<file path="src/pkg/plmc_regs.vh">
`ifndef PLMC_REGS_VH
`define PLMC_REGS_VH
`define PLMC_IDX_CTRL 3'h0
`define PLMC_IDX_PARTNER 3'h1
`define PLMC_IDX_EXPAN 3'h2
`define PLMC_IDX_STAT 3'h3
`define PLMC_IDX_CMD 3'h4
`define PLMC_CTRL_DUPLEX 8
`define PLMC_CTRL_RESTART 9
`define PLMC_CTRL_AN_EN 12
`define PLMC_CTRL_SPEED 13
`define PLMC_CTRL_RST 16'h3100
`define PLMC_EXP_PARTNER_AN 0
`define PLMC_EXP_PD_FAULT 4
`define PLMC_PTR_SELECTOR 5'h01
`define PLMC_PTR_10_HALF 5
`define PLMC_PTR_100_HALF 7
`define PLMC_STAT_LINK 0
`define PLMC_STAT_SPEED 1
`define PLMC_STAT_FULL 2
`define PLMC_STAT_HALT 3
`define PLMC_STAT_FORCED 4
`define PLMC_STAT_PARDET 5
`define PLMC_STAT_EV_LOST 16
`define PLMC_STAT_EV_PD 17
`define PLMC_STAT_EV_UP 18
`define PLMC_CMD_RESTART 0
`define PLMC_BREAK_MS 1200
`define PLMC_CLK_MHZ 100
`define PLMC_CYC_PER_MS (`PLMC_CLK_MHZ * 1000)
`endif

</file>
<file path="src/verilog/plmc_break_timer.v">
`timescale 1ns/100ps
module plmc_break_timer #(
	parameter CYC_PER_MS = 100000,
	parameter BREAK_MS   = 1200
) (
	input  wire i_clk_sys,
	input  wire i_nrst,
	input  wire i_start,
	output wire o_busy,
	output reg  o_done
);
	localparam DW = $clog2(CYC_PER_MS + 1);
	localparam MW = $clog2(BREAK_MS + 1);
	localparam integer  DIV_LAST_I = CYC_PER_MS - 1;
	localparam integer  MS_LAST_I  = BREAK_MS - 1;
	localparam [DW-1:0] DIV_LAST   = DIV_LAST_I[DW-1:0];
	localparam [MW-1:0] MS_LAST    = MS_LAST_I[MW-1:0];

	reg [DW-1:0] div_reg;
	reg [MW-1:0] ms_reg;
	reg          busy_reg;
	wire         ms_tick;

	// The millisecond enable restarts with every start so the wait is never short.
	assign ms_tick = busy_reg && (div_reg == DIV_LAST);
	assign o_busy  = busy_reg;

	always @(posedge i_clk_sys or negedge i_nrst) begin
		if (!i_nrst) begin
			div_reg  <= {DW{1'b0}};
			ms_reg   <= {MW{1'b0}};
			busy_reg <= 1'b0;
			o_done   <= 1'b0;
		end else begin
			o_done <= 1'b0;
			if (i_start) begin
				div_reg  <= {DW{1'b0}};
				ms_reg   <= {MW{1'b0}};
				busy_reg <= 1'b1;
			end else if (busy_reg) begin
				if (ms_tick) begin
					div_reg <= {DW{1'b0}};
					if (ms_reg == MS_LAST) begin
						busy_reg <= 1'b0;
						o_done   <= 1'b1;
					end else begin
						ms_reg <= ms_reg + 1'b1;
					end
				end else begin
					div_reg <= div_reg + 1'b1;
				end
			end
		end
	end
endmodule

</file>
<file path="src/verilog/plmc_link_ctrl.v">
`timescale 1ns/100ps
`include "plmc_regs.vh"
// Overview of operation
// No FLPs: speed from MLT-3 or NLPs
// Parallel-detected link runs half duplex
// Parallel detect clears partner-negotiates bit
// Parallel detect fault sets fault bit
// Partner ability register holds FLP word
// Parallel detect writes partner speed ability
// Writing restart bit restarts negotiation
// Signal loss restarts negotiation
// Commanded restart halts, waits break timer
// Clearing enable bit disables negotiation
// Disabled: speed, duplex forced from control
// Enabled: forced speed, duplex ignored
// Half duplex: carrier follows tx and rx
// Half duplex: rx during tx is collision
// Full duplex: carrier from rx, no collision
// Full duplex transmit keeps carrier low
// Active carrier high while line busy
// Read-only registers ignore writes
// Write-only register reads zero
// Write one clears, zero keeps
// Clear-on-read bit clears when read
// 32-bit words as two 16-bit accesses
module plmc_link_ctrl #(
	parameter CYC_PER_MS = `PLMC_CYC_PER_MS,
	parameter BREAK_MS   = `PLMC_BREAK_MS
) (
	input  wire        i_clk_sys,
	input  wire        i_nrst,
	input  wire [3:0]  i_avs_address,
	input  wire        i_avs_read,
	input  wire        i_avs_write,
	input  wire [15:0] i_avs_writedata,
	input  wire [1:0]  i_avs_byteenable,
	output wire        o_avs_waitrequest,
	output reg  [15:0] o_avs_readdata,
	input  wire        i_flp_seen,
	input  wire [15:0] i_flp_word,
	input  wire        i_an_done,
	input  wire        i_an_speed100,
	input  wire        i_an_full,
	input  wire        i_mlt3_seen,
	input  wire        i_nlp_seen,
	input  wire        i_signal_ok,
	input  wire        i_rx_active,
	input  wire        i_tx_active,
	output reg         o_an_start,
	output wire        o_txrx_halt,
	output reg         o_link_up,
	output reg         o_speed100,
	output reg         o_full_duplex,
	output reg         o_crs,
	output reg         o_col
);
	localparam [3:0] ST_BREAK  = 4'h1;
	localparam [3:0] ST_NEG    = 4'h2;
	localparam [3:0] ST_LINK   = 4'h4;
	localparam [3:0] ST_FORCED = 4'h8;

	function hit;
		input [3:0] addr;
		input [2:0] idx;
		begin
			hit = (addr[3:1] == idx);
		end
	endfunction

	// Line-side inputs arrive from the analog front end and are resynchronised.
	reg  [23:0] sync1_reg;
	reg  [23:0] sync2_reg;
	wire        s_flp;
	wire        s_an_done;
	wire        s_an_100;
	wire        s_an_full;
	wire        s_mlt3;
	wire        s_nlp;
	wire        s_sig;
	wire        s_rx;
	wire [15:0] s_word;

	always @(posedge i_clk_sys or negedge i_nrst) begin
		if (!i_nrst) begin
			sync1_reg <= 24'h000000;
			sync2_reg <= 24'h000000;
		end else begin
			sync1_reg <= {i_flp_word, i_flp_seen, i_an_done, i_an_speed100, i_an_full,
				i_mlt3_seen, i_nlp_seen, i_signal_ok, i_rx_active};
			sync2_reg <= sync1_reg;
		end
	end

	assign s_word    = sync2_reg[23:8];
	assign s_flp     = sync2_reg[7];
	assign s_an_done = sync2_reg[6];
	assign s_an_100  = sync2_reg[5];
	assign s_an_full = sync2_reg[4];
	assign s_mlt3    = sync2_reg[3];
	assign s_nlp     = sync2_reg[2];
	assign s_sig     = sync2_reg[1];
	assign s_rx      = sync2_reg[0];

	reg         ack_reg;
	reg  [15:0] rd_hold_reg;
	reg  [15:0] wr_lo_reg;
	reg  [15:0] ctrl_reg;
	reg  [15:0] partner_reg;
	reg         partner_an_reg;
	reg         pd_fault_reg;
	reg         pardet_reg;
	reg         ev_lost_reg;
	reg         ev_pd_reg;
	reg         ev_up_reg;
	reg  [3:0]  st_reg;
	reg  [3:0]  st_next;
	reg  [31:0] rd_word;
	reg  [15:0] wr_merge;
	wire        req;
	wire        accept;
	wire        commit;
	wire [31:0] wr_word;
	wire        an_en;
	wire        restart_req;
	wire        timer_done;
	wire        ctrl_wr;
	wire        stat_wr;
	wire        exp_rd;

	// One wait cycle per access: read data are registered while waitrequest is high.
	assign req               = i_avs_read | i_avs_write;
	assign o_avs_waitrequest = req & ~ack_reg;
	assign accept            = req & ack_reg;

	always @* begin
		wr_merge = wr_lo_reg;
		if (i_avs_byteenable[0])
			wr_merge[7:0] = i_avs_writedata[7:0];
		if (i_avs_byteenable[1])
			wr_merge[15:8] = i_avs_writedata[15:8];
	end

	// high half commits word
	assign commit  = accept & i_avs_write & i_avs_address[0];
	assign wr_word = {wr_merge, wr_lo_reg};
	assign ctrl_wr = commit & hit(i_avs_address, `PLMC_IDX_CTRL);
	assign stat_wr = commit & hit(i_avs_address, `PLMC_IDX_STAT);
	assign exp_rd  = accept & i_avs_read & ~i_avs_address[0] & hit(i_avs_address, `PLMC_IDX_EXPAN);
	assign an_en   = ctrl_reg[`PLMC_CTRL_AN_EN];

	// restart on command write
	assign restart_req = ((ctrl_wr & wr_word[`PLMC_CTRL_RESTART])
		| (commit & hit(i_avs_address, `PLMC_IDX_CMD) & wr_word[`PLMC_CMD_RESTART]))
		& (ctrl_wr ? wr_word[`PLMC_CTRL_AN_EN] : an_en);

	// command register reads zero
	always @* begin
		rd_word = 32'h00000000;
		if (hit(i_avs_address, `PLMC_IDX_CTRL))
			rd_word[15:0] = ctrl_reg;
		else if (hit(i_avs_address, `PLMC_IDX_PARTNER))
			rd_word[15:0] = partner_reg;
		else if (hit(i_avs_address, `PLMC_IDX_EXPAN)) begin
			rd_word[`PLMC_EXP_PARTNER_AN] = partner_an_reg;
			rd_word[`PLMC_EXP_PD_FAULT]   = pd_fault_reg;
		end else if (hit(i_avs_address, `PLMC_IDX_STAT)) begin
			rd_word[`PLMC_STAT_LINK]    = o_link_up;
			rd_word[`PLMC_STAT_SPEED]   = o_speed100;
			rd_word[`PLMC_STAT_FULL]    = o_full_duplex;
			rd_word[`PLMC_STAT_HALT]    = st_reg[0];
			rd_word[`PLMC_STAT_FORCED]  = st_reg[3];
			rd_word[`PLMC_STAT_PARDET]  = pardet_reg;
			rd_word[`PLMC_STAT_EV_LOST] = ev_lost_reg;
			rd_word[`PLMC_STAT_EV_PD]   = ev_pd_reg;
			rd_word[`PLMC_STAT_EV_UP]   = ev_up_reg;
		end
	end

	always @(posedge i_clk_sys or negedge i_nrst) begin
		if (!i_nrst) begin
			ack_reg        <= 1'b0;
			o_avs_readdata <= 16'h0000;
			rd_hold_reg    <= 16'h0000;
			wr_lo_reg      <= 16'h0000;
			ctrl_reg       <= `PLMC_CTRL_RST;
		end else begin
			ack_reg <= req & ~ack_reg;
			if (req & ~ack_reg & i_avs_read) begin
				// low half snapshots word
				if (!i_avs_address[0]) begin
					o_avs_readdata <= rd_word[15:0];
					rd_hold_reg    <= rd_word[31:16];
				end else begin
					o_avs_readdata <= rd_hold_reg;
				end
			end
			if (accept & i_avs_write & ~i_avs_address[0])
				wr_lo_reg <= wr_merge;
			// only control holds written data
			if (ctrl_wr) begin
				ctrl_reg <= wr_word[15:0];
				ctrl_reg[`PLMC_CTRL_RESTART] <= 1'b0;
			end
		end
	end

	plmc_break_timer #(
		.CYC_PER_MS(CYC_PER_MS),
		.BREAK_MS  (BREAK_MS)
	) u_break_timer (
		.i_clk_sys(i_clk_sys),
		.i_nrst   (i_nrst),
		.i_start  (restart_req),
		.o_busy   (),
		.o_done   (timer_done)
	);

	always @* begin
		st_next = st_reg;
		case (st_reg)
			ST_BREAK: begin
				if (!an_en)
					st_next = ST_FORCED;
				else if (timer_done)
					st_next = ST_NEG;
			end
			ST_NEG: begin
				// disable leaves negotiation
				if (!an_en)
					st_next = ST_FORCED;
				else if (s_flp & s_an_done)
					st_next = ST_LINK;
				else if (!s_flp & (s_mlt3 ^ s_nlp))
					st_next = ST_LINK;
			end
			ST_LINK: begin
				if (!an_en)
					st_next = ST_FORCED;
				else if (!s_sig)
					st_next = ST_NEG;
			end
			ST_FORCED: begin
				if (an_en)
					st_next = ST_NEG;
			end
			default: st_next = ST_NEG;
		endcase
		// commanded restart waits
		if (restart_req)
			st_next = ST_BREAK;
	end

	// halt traffic during break
	assign o_txrx_halt = st_reg[0];

	always @(posedge i_clk_sys or negedge i_nrst) begin
		if (!i_nrst) begin
			st_reg         <= ST_NEG;
			o_an_start     <= 1'b1;
			o_link_up      <= 1'b0;
			o_speed100     <= 1'b0;
			o_full_duplex  <= 1'b0;
			partner_reg    <= 16'h0000;
			partner_an_reg <= 1'b0;
			pardet_reg     <= 1'b0;
		end else begin
			st_reg     <= st_next;
			o_an_start <= 1'b0;
			// loss restarts negotiation
			if (st_next == ST_NEG && st_reg != ST_NEG)
				o_an_start <= 1'b1;
			if (st_next != ST_LINK && st_next != ST_FORCED)
				o_link_up <= 1'b0;
			// control speed, duplex unused
			if (st_reg == ST_NEG && st_next == ST_LINK) begin
				o_link_up <= 1'b1;
				if (s_flp) begin
					// store partner code word
					partner_reg    <= s_word;
					partner_an_reg <= 1'b1;
					pardet_reg     <= 1'b0;
					o_speed100     <= s_an_100;
					o_full_duplex  <= s_an_full;
				end else begin
					// speed from idle signalling
					o_speed100     <= s_mlt3;
					// half duplex assumed
					o_full_duplex  <= 1'b0;
					// partner cannot negotiate
					partner_an_reg <= 1'b0;
					pardet_reg     <= 1'b1;
					// partner speed ability
					partner_reg <= 16'h0000;
					partner_reg[4:0] <= `PLMC_PTR_SELECTOR;
					if (s_mlt3)
						partner_reg[`PLMC_PTR_100_HALF] <= 1'b1;
					else
						partner_reg[`PLMC_PTR_10_HALF] <= 1'b1;
				end
			end
			// forced speed and duplex
			if (st_next == ST_FORCED) begin
				o_link_up     <= s_sig;
				o_speed100    <= ctrl_reg[`PLMC_CTRL_SPEED];
				o_full_duplex <= ctrl_reg[`PLMC_CTRL_DUPLEX];
				pardet_reg    <= 1'b0;
			end
		end
	end

	// Status events and the fault flag: a new event always beats a clear.
	always @(posedge i_clk_sys or negedge i_nrst) begin
		if (!i_nrst) begin
			pd_fault_reg <= 1'b0;
			ev_lost_reg  <= 1'b0;
			ev_pd_reg    <= 1'b0;
			ev_up_reg    <= 1'b0;
		end else begin
			// cleared by reading
			if (exp_rd)
				pd_fault_reg <= 1'b0;
			// both signallings seen
			if (st_reg == ST_NEG && an_en && !s_flp && s_mlt3 && s_nlp)
				pd_fault_reg <= 1'b1;
			// write one clears
			if (stat_wr) begin
				if (wr_word[`PLMC_STAT_EV_LOST])
					ev_lost_reg <= 1'b0;
				if (wr_word[`PLMC_STAT_EV_PD])
					ev_pd_reg <= 1'b0;
				if (wr_word[`PLMC_STAT_EV_UP])
					ev_up_reg <= 1'b0;
			end
			if (st_reg == ST_LINK && st_next == ST_NEG)
				ev_lost_reg <= 1'b1;
			if (st_reg == ST_NEG && st_next == ST_LINK) begin
				ev_up_reg <= 1'b1;
				if (!s_flp)
					ev_pd_reg <= 1'b1;
			end
		end
	end

	// Carrier and collision are registered, so they lag transmit activity by one cycle and receive activity by three.
	always @(posedge i_clk_sys or negedge i_nrst) begin
		if (!i_nrst) begin
			o_crs <= 1'b0;
			o_col <= 1'b0;
		end else if (!o_link_up || st_reg[0]) begin
			o_crs <= 1'b0;
			o_col <= 1'b0;
		end else if (o_full_duplex) begin
			// receive only, no collision
			// transmit keeps carrier low
			o_crs <= s_rx;
			o_col <= 1'b0;
		end else begin
			// both directions sensed
			// high while line busy
			o_crs <= s_rx | i_tx_active;
			// receive during transmit
			o_col <= s_rx & i_tx_active;
		end
	end
endmodule

</file>
<file path="config.mk">
export PLATFORM = sky130hd
export DESIGN_NAME = plmc_link_ctrl
export DESIGN_NICKNAME = d
export VERILOG_FILES = /design/src/verilog/plmc_break_timer.v /design/src/verilog/plmc_link_ctrl.v
export VERILOG_INCLUDE_DIRS = /design/src /design/src/pkg
export SDC_FILE = /design/constraint.sdc
export NUM_CORES = 1
export LEC_CHECK = 0
export ABC_AREA = 1
export BUFFER_PORTS_ARGS = -buffer_cell sky130_fd_sc_hd__buf_2
export CORE_UTILIZATION = 60
export DETAILED_ROUTE_END_ITERATION = 6
export HOLD_SLACK_MARGIN = 0.05
export PLACE_DENSITY = 0.81
export SLEW_MARGIN = 15
export SYNTH_ARGS = -nofsm -noshare
export SYNTH_HDL_FRONTEND = slang
export SYNTH_HIERARCHICAL = 1
export SYNTH_SLANG_ARGS = --single-unit
</file>
<file path="constraint.sdc">
create_clock -name i_clk_sys -period 3.4 [get_ports i_clk_sys]
set_input_delay 0.17 -clock i_clk_sys [delete_from_list [all_inputs] [get_ports i_clk_sys]]
set_output_delay 0.17 -clock i_clk_sys [all_outputs]
set_load 0.03 [all_outputs]
</file>
==> results.md, run 1 <==
- Min-delay worst type: in2reg
- F_max: 0.366 GHz
- Internal power: 3960 uW
- Starting Density: 0.629
- Rows: 38
- PortBufs: 74
- Crit path required time: 3.70 ns
- H-tree depth: 4
- Initial antenna violation count: 0
- TritonRoute pass-1 iters: 5
- Setup violators final: 0
- First-pass GRT wire length: 27.7 mm
- Worst-case clock buffer depth: 2
- Least-Margin Pin Slew: 0.912 ns
- WHS: 0.0630 ns
- Die Wd: 110 um
- DRC: 0
- Clk_skew: 0.00976 ns
- Grt peak-use layer: met2
- Root buffer cell: clkbuf_16
- Clock network fraction of design power: 0.360
- Vias after detailed routing: 5813
- Via density per instance: 5.63
- HP Start: i_avs_writedata[9]
- Syn_area_per_cell: 9.11 um^2
- P_sw: 1850 uW
- Largest family of logic cells by synthesized area: simple AND/OR/NAND/NOR gates
- DIE AREA: 0.0120 mm^2
- Initial DRC Count: 482
- Ant diodes: 0
- Routing usage on met2: 0.515
- Syn Nets: 814
- Simple-Gate Fraction of Synth Area: 0.277
- Asr flop ratio synth: 1.00
- Hold Vio Cnt, Final: 0
- Share of layout cells above drive strength 1: 0.174
- CTS tree: done
- Final count of pins violating max slew: 0
- Setup bufs post-CTS: 0
- Complex-gate fraction of the synthesized area: 0.0604
- Sequential-to-total area share from yosys stat: 0.582
- DP Wirelength: 10.8 mm
- Sink Count: 161
- Average wire per standard cell: 16.3 um
- Chip height: 110 um
- Synth-to-Final Area Change: 21.8%
- Status: completed
- Comb pwr share: 0.189
- Critical path launch point type: flop
- Clock transition at the registers of the reported paths: 0.06 ns
- Sw Ratio: 0.318
- Post-Syn Area: 0.00694 mm^2
- Setup crit end kind: flop
- Worst Setup SP: ack_reg
- Clk Latency, worst-skew pair: 0.43 ns
- Critical R2R Launch: ack_reg
- Post-Syn Instances: 761
- Core area: 0.0110 mm^2
- Most frequent cells in the layout: nand2_1, dfrtp_1, buf_2, nor2_1, inv_1
- Routing usage on met3: 0.0747
- Ys flop type: dfrtp_1
- Worst-path fanout max: 11
- Pwr Density: 688 mW/mm^2
- Most common cell after layout, fill and taps aside: nand2_1
- Post-synth EDFFs: 0
- Mux cell area share after synthesis: 0.0211
- Crit path arrival time: 3.03 ns
- I/O pin cnt: 75
- Synth cell types: 41
- Yosys warns: 6
- Sequential share of power: 0.451
- GR Overflow Total: 0
- Synth Area in Adders: 0.00361
- Fin crit share: 0.804
- Final core occ: 0.766
- Slew HR: 0.392
- Layout Nets: 932
- Synth Area in XOR/XNOR: 0.00379
- Met1 Use GR: 0.394
- Vias in the first global route: 5685
- Pleak: 0.00418 uW
- Setup CP Type: reg2reg
- Total negative setup slack: 0 ns
- Max-Cap Viols: 0
- Placer Congestion: 0.980
- Yosys reg bits: 161
- Antenna Violating Nets Remaining: 0
- Largest net degree at the start of global routing: 104
- WL final: 16.8 mm
- Max VDD drop: 595 uV
- Overall Global Routing Usage: 0.311
- RSZ-0062 raised after global routing: no
- Minimum clock period: 2.73 ns
- CTS buffer count: 17
==> final timing paths <==
path / to / slack (ns) / cells past startpoint
worst max-delay path: u_break_timer/div_reg[16] / 0.67 / 13
worst min-delay path: wr_lo_reg[9] / 0.06 / 3
worst max register to register: u_break_timer/div_reg[16] / 0.67 / 13
worst min register to register: sync2_reg[19] / 0.35 / 0
max in group asynchronous: ctrl_reg[12] / 2.16 / 3
min in group asynchronous: wr_lo_reg[2] / 0.40 / 2
==> cell families after synthesis <==
group,after synthesis
AO/OA/AOI/OAI,70
XOR/XNOR,3
adder cells (fa/ha/maj),2
buffers and inverters,84
flip-flops,161
multiplexers,13
AND/OR/NAND/NOR,428
==> area by class of cell <==
cell class                 instances  area (um^2)
inverter                          68          255
clock inverter                    14          219
sequential                       161         4040
multi-input combinational        516         2540
fill                             730         2580
tap                              140          175
timing repair buffer             115          795
clock buffer                      18          429
==> per-stage QoR <==
step,std cells,power [uW],instance area [um^2],setup slack [ns]
global placement,961,3620,7410,0.857
global route,1032,6090,8450,0.419
floorplan,761,3310,6940,1.54
CTS,1032,5800,8450,0.736
finish,1032,5810,8450,0.668
detailed placement,961,3670,7410,0.756
==> synth_stat cells, types with 3 or more instances <==
| cell type | count | area, um^2 |
|---|---|---|
| a21oi_1 | 15 | 75.1 |
| a2bb2oi_1 | 3 | 26.3 |
| buf_4 | 6 | 45.0 |
| buf_6 | 3 | 33.8 |
| clkbuf_1 | 4 | 15.0 |
| dfrtp_1 | 156 | 3900 |
| dfstp_2 | 5 | 131 |
| inv_1 | 65 | 244 |
| inv_2 | 3 | 11.3 |
| mux2_2 | 13 | 146 |
| nand2_1 | 253 | 950 |
| nand2_2 | 5 | 31.3 |
| nand3_1 | 39 | 195 |
| nand3_2 | 3 | 30.0 |
| nand3b_1 | 3 | 22.5 |
| nand4_1 | 23 | 144 |
| nor2_1 | 72 | 270 |
| nor2_4 | 9 | 101 |
| nor3_1 | 8 | 40.0 |
| nor3_2 | 4 | 40.0 |
| o211ai_1 | 13 | 97.6 |
| o21ai_0 | 29 | 145 |
| o21ai_1 | 3 | 15.0 |
==> metal layers <==
metal | share of wire | wire length (um)
met2 | 0.50 | 8380
met4 | 0.029 | 482
met1 | 0.41 | 6890
met3 | 0.063 | 1060
met5 | 0 | 0
==> critical path, cell delays in order, from the launching register on <==
cell and delay [ns]:
dfrtp_1 0.40, nand3_2 0.15, nor2_2 0.15, nand2_1 0.07
nand3_1 0.16, inv_1 0.18, nor2_1 0.68, inv_1 0.33
nand3_1 0.19, nor2_1 0.07, nand2_1 0.07, nand2_1 0.05
nand2_1 0.06, nor2_1 0.04
==> what timing repair did <==
item,CTS,global route
resized for setup,0,0
hold endpoints to repair,139,0
hold buffers,39,0
==> power groups by stage <==
stage | Combinational, uW | Clock (uW) | Sequential, uW
5_1_grt | 1230 | 2190 | 2660
3_3_place_gp | 999 | 0 | 2620
3_5_place_dp | 1040 | 0 | 2630
4_1_cts | 1090 | 2100 | 2610
6_report | 1100 | 2090 | 2620
2_1_floorplan | 685 | 0 | 2620
Power figures use the tool's default switching activity.
==> run 2, diff against run 1 <==
CORE_UTILIZATION = 58   (was 60)
PLACE_DENSITY = 0.79   (was 0.81)
clock period = 2.55 ns   (was 3.4 ns; I/O delays follow)
==> run 2 against run 1 <==
Compared with the run above:
- sequential share of layout area decreased by 0.73 points
- final area increased by 1.6%
- sequential power increased by 34%
- critical path depth decreased by 2
- via count decreased by 1.0%
- the flow now finishes with violations (DRC)
- sequential cell count unchanged
- worst hold slack improved by 0.025 ns
- first-iteration DRC count increased by 15%
- clock skew decreased by 0.0043 ns
- power increased by 37%
- core utilization decreased by 2.1 points
- clock power increased by 41%
==> results.md, run 2 (same netlist as run 1, synthesis figures left out) <==
- Placer Congestion: 0.936 (was 0.980)
- Layout Nets: 939 (was 932)
- Setup crit end kind: flop (unchanged)
- I/O pin cnt: 75 (unchanged)
- Overall Global Routing Usage: 0.301 (was 0.311)
- Max VDD drop: 671 uV (was 595 uV)
- F_max: 0.438 GHz
- Rows: 39 (was 38)
- Setup bufs post-CTS: 0 (unchanged)
- R2R depth: 10 (was 13)
- Share of layout cells above drive strength 1: 0.180 (was 0.174)
- Chip height: 111 um (was 110 um)
- Status: finished, violations left (was completed)
- Register area: 0.00404 mm^2 (unchanged)
- Clock transition at the registers of the reported paths: 0.06 ns (about the same)
- Initial antenna violation count: 0 (unchanged)
- DIE AREA: 0.0124 mm^2 (was 0.0120 mm^2)
- Final core occ: 0.745 (was 0.766)
- FF-to-FF setup slack: 0.28 ns (was 0.67 ns)
- H-tree depth: 4 (unchanged)
- Crit path to: o_avs_readdata[7] (was u_break_timer/div_reg[16])
- Max-Cap Viols: 0 (unchanged)
- Vias after detailed routing: 5755 (was 5813)
- RSZ-0062 raised after global routing: no (unchanged)
- Critical R2R Launch: ack_reg (unchanged)
- Total negative setup slack: 0 ns (unchanged)
- First-pass GRT wire length: 28.8 mm (was 27.7 mm)
- Core area: 0.0115 mm^2 (was 0.0110 mm^2)
- Crit path arrival time: 2.63 ns (was 3.03 ns)
- Setup violators final: 0 (unchanged)
- Initial DRC Count: 554 (was 482)
- Worst Setup SP: i_avs_read (was ack_reg)
- Worst hold path cell count: 5 (was 3)
- Average wire per standard cell: 16.3 um (about the same)
- Pwr Density: 925 mW/mm^2 (was 688 mW/mm^2)
- CTS buffer count: 17 (unchanged)
- Post-route setup slack: 0.266 ns (was 0.668 ns)
- Worst-case clock buffer depth: 2 (unchanged)
- Minimum clock period: 2.28 ns
- Starting Density: 0.602 (was 0.629)
- Pre-CTS setup slack: 0.328 ns (was 0.756 ns)
- Root buffer cell: clkbuf_16 (unchanged)
- Crit path required time: 2.89 ns (was 3.70 ns)
- Vias in the first global route: 5899 (was 5685)
- Least-Margin Pin Slew: 0.719 ns (was 0.912 ns)
- Failing checks: DRC
- DRC: 16 (was 0)
- CTS tree: done (unchanged)
- GR Overflow Total: 0 (unchanged)
- Fin crit share: 0.896
- Worst R2R End: u_break_timer/ms_reg[5] (was u_break_timer/div_reg[16])
- Antenna Violating Nets Remaining: 0 (unchanged)
- Multi-input logic area: 0.00255 mm^2 (was 0.00254 mm^2)
- Slew HR: 0.519 (was 0.392)
- Ant diodes: 0 (unchanged)
- PortBufs: 74 (unchanged)
- Synth-to-Final Area Change: 23.7% (was 21.8%)
- Most frequent cells in the layout: nand2_1, dfrtp_1, buf_2, nor2_1, inv_1 (unchanged)
- Min-delay worst type: in2reg (unchanged)
- Most common cell after layout, fill and taps aside: nand2_1 (unchanged)
- TritonRoute pass-1 iters: 7 (was 5)
- Worst-path fanout max: 19 (was 11)
- WL final: 17.0 mm (was 16.8 mm)
- Pleak: 0.00424 uW (was 0.00418 uW)
- Clk Latency, worst-skew pair: 0.43 ns (about the same)
- Final count of pins violating max slew: 0 (unchanged)
- WHS: 0.0876 ns (was 0.0630 ns)
- Largest net degree at the start of global routing: 73 (was 104)
- Setup CP Type: in2reg (was reg2reg)
- DP Wirelength: 11.1 mm (was 10.8 mm)
- Sink Count: 161 (unchanged)
- Critical path launch point type: input port (was flop)
- Hold Vio Cnt, Final: 0 (unchanged)
- Die Wd: 111 um (was 110 um)
- Clk_skew: 0.00545 ns (was 0.00976 ns)
- Via density per instance: 5.52 (was 5.63)
- # fillers: 834 (was 730)
run 2: changes by cell type in the layout (fill, tap and decap cells not counted), moves of 2 or more:
cell,change
inv_8,-2
inv_6,-2
buf_4,+3
clkbuf_8,+3
dlygate4sd3_1,+3
bufinv_16,+2
run 2: through the flow:
step	total power, uW	instances	instance area (um^2)
5_1_grt	8330	1042	8580
3_3_place_gp	4880	968	7450
6_report	7940	1042	8580
3_5_place_dp	4920	968	7450
2_1_floorplan	4410	761	6940
4_1_cts	7930	1042	8570
run 2: worst min-delay path by stage:
| stage | start | end | slack [ns] |
|---|---|---|---|
| after CTS | i_avs_writedata[1] | wr_lo_reg[1] | 0.08 |
| after detailed placement | i_nrst | wr_lo_reg[7] | 0.18 |
| after floorplan | i_nrst | ack_reg | -0.17 |
| after global placement | i_nrst | wr_lo_reg[7] | 0.17 |
| after global routing | i_avs_writedata[1] | wr_lo_reg[1] | 0.12 |
| final | i_avs_writedata[1] | wr_lo_reg[1] | 0.09 |
run 2: metal layers:
layer,global-route usage,routed length (um),up-vias
met4,0.100,227,0
li1,-,-,2708
met2,0.503,8400,263
met3,0.0675,1160,29
met1,0.391,7210,2755
met5,0,0,-
run 2: timing repair:
item                                   CTS  global route
setup endpoints to repair                0            10
gates resized for setup                  0             3
hold buffers                            42             0
endpoints found under the hold margin  109             0
run 2: area by class of cell:
class                           instances  share of cell area
Timing Repair Buffer                  122               0.101
Tap cell                              143              0.0209
Inverter                               68              0.0298
Multi-Input combinational cell        516               0.297
Sequential cell                       161               0.470
Clock inverter                         12              0.0264
Clock buffer                           20              0.0544
run 2: power by group:
part	switching (uW)	total, uW	leakage [uW]	internal (uW)
registers	413	3500	0.00198	3090
clock network	1030	2950	0.000333	1920
logic	954	1490	0.00192	535
run 2: critical path: stages:
cell and delay, ns:
dlygate4sd3_1 0.52, buf_2 0.14, nor2_1 0.04, dlygate4sd3_1 0.56, nor2_2 0.18, nand2_4 0.20
nor2_4 0.26, inv_2 0.11, nor2_4 0.24, nand2_1 0.13, o211ai_1 0.10
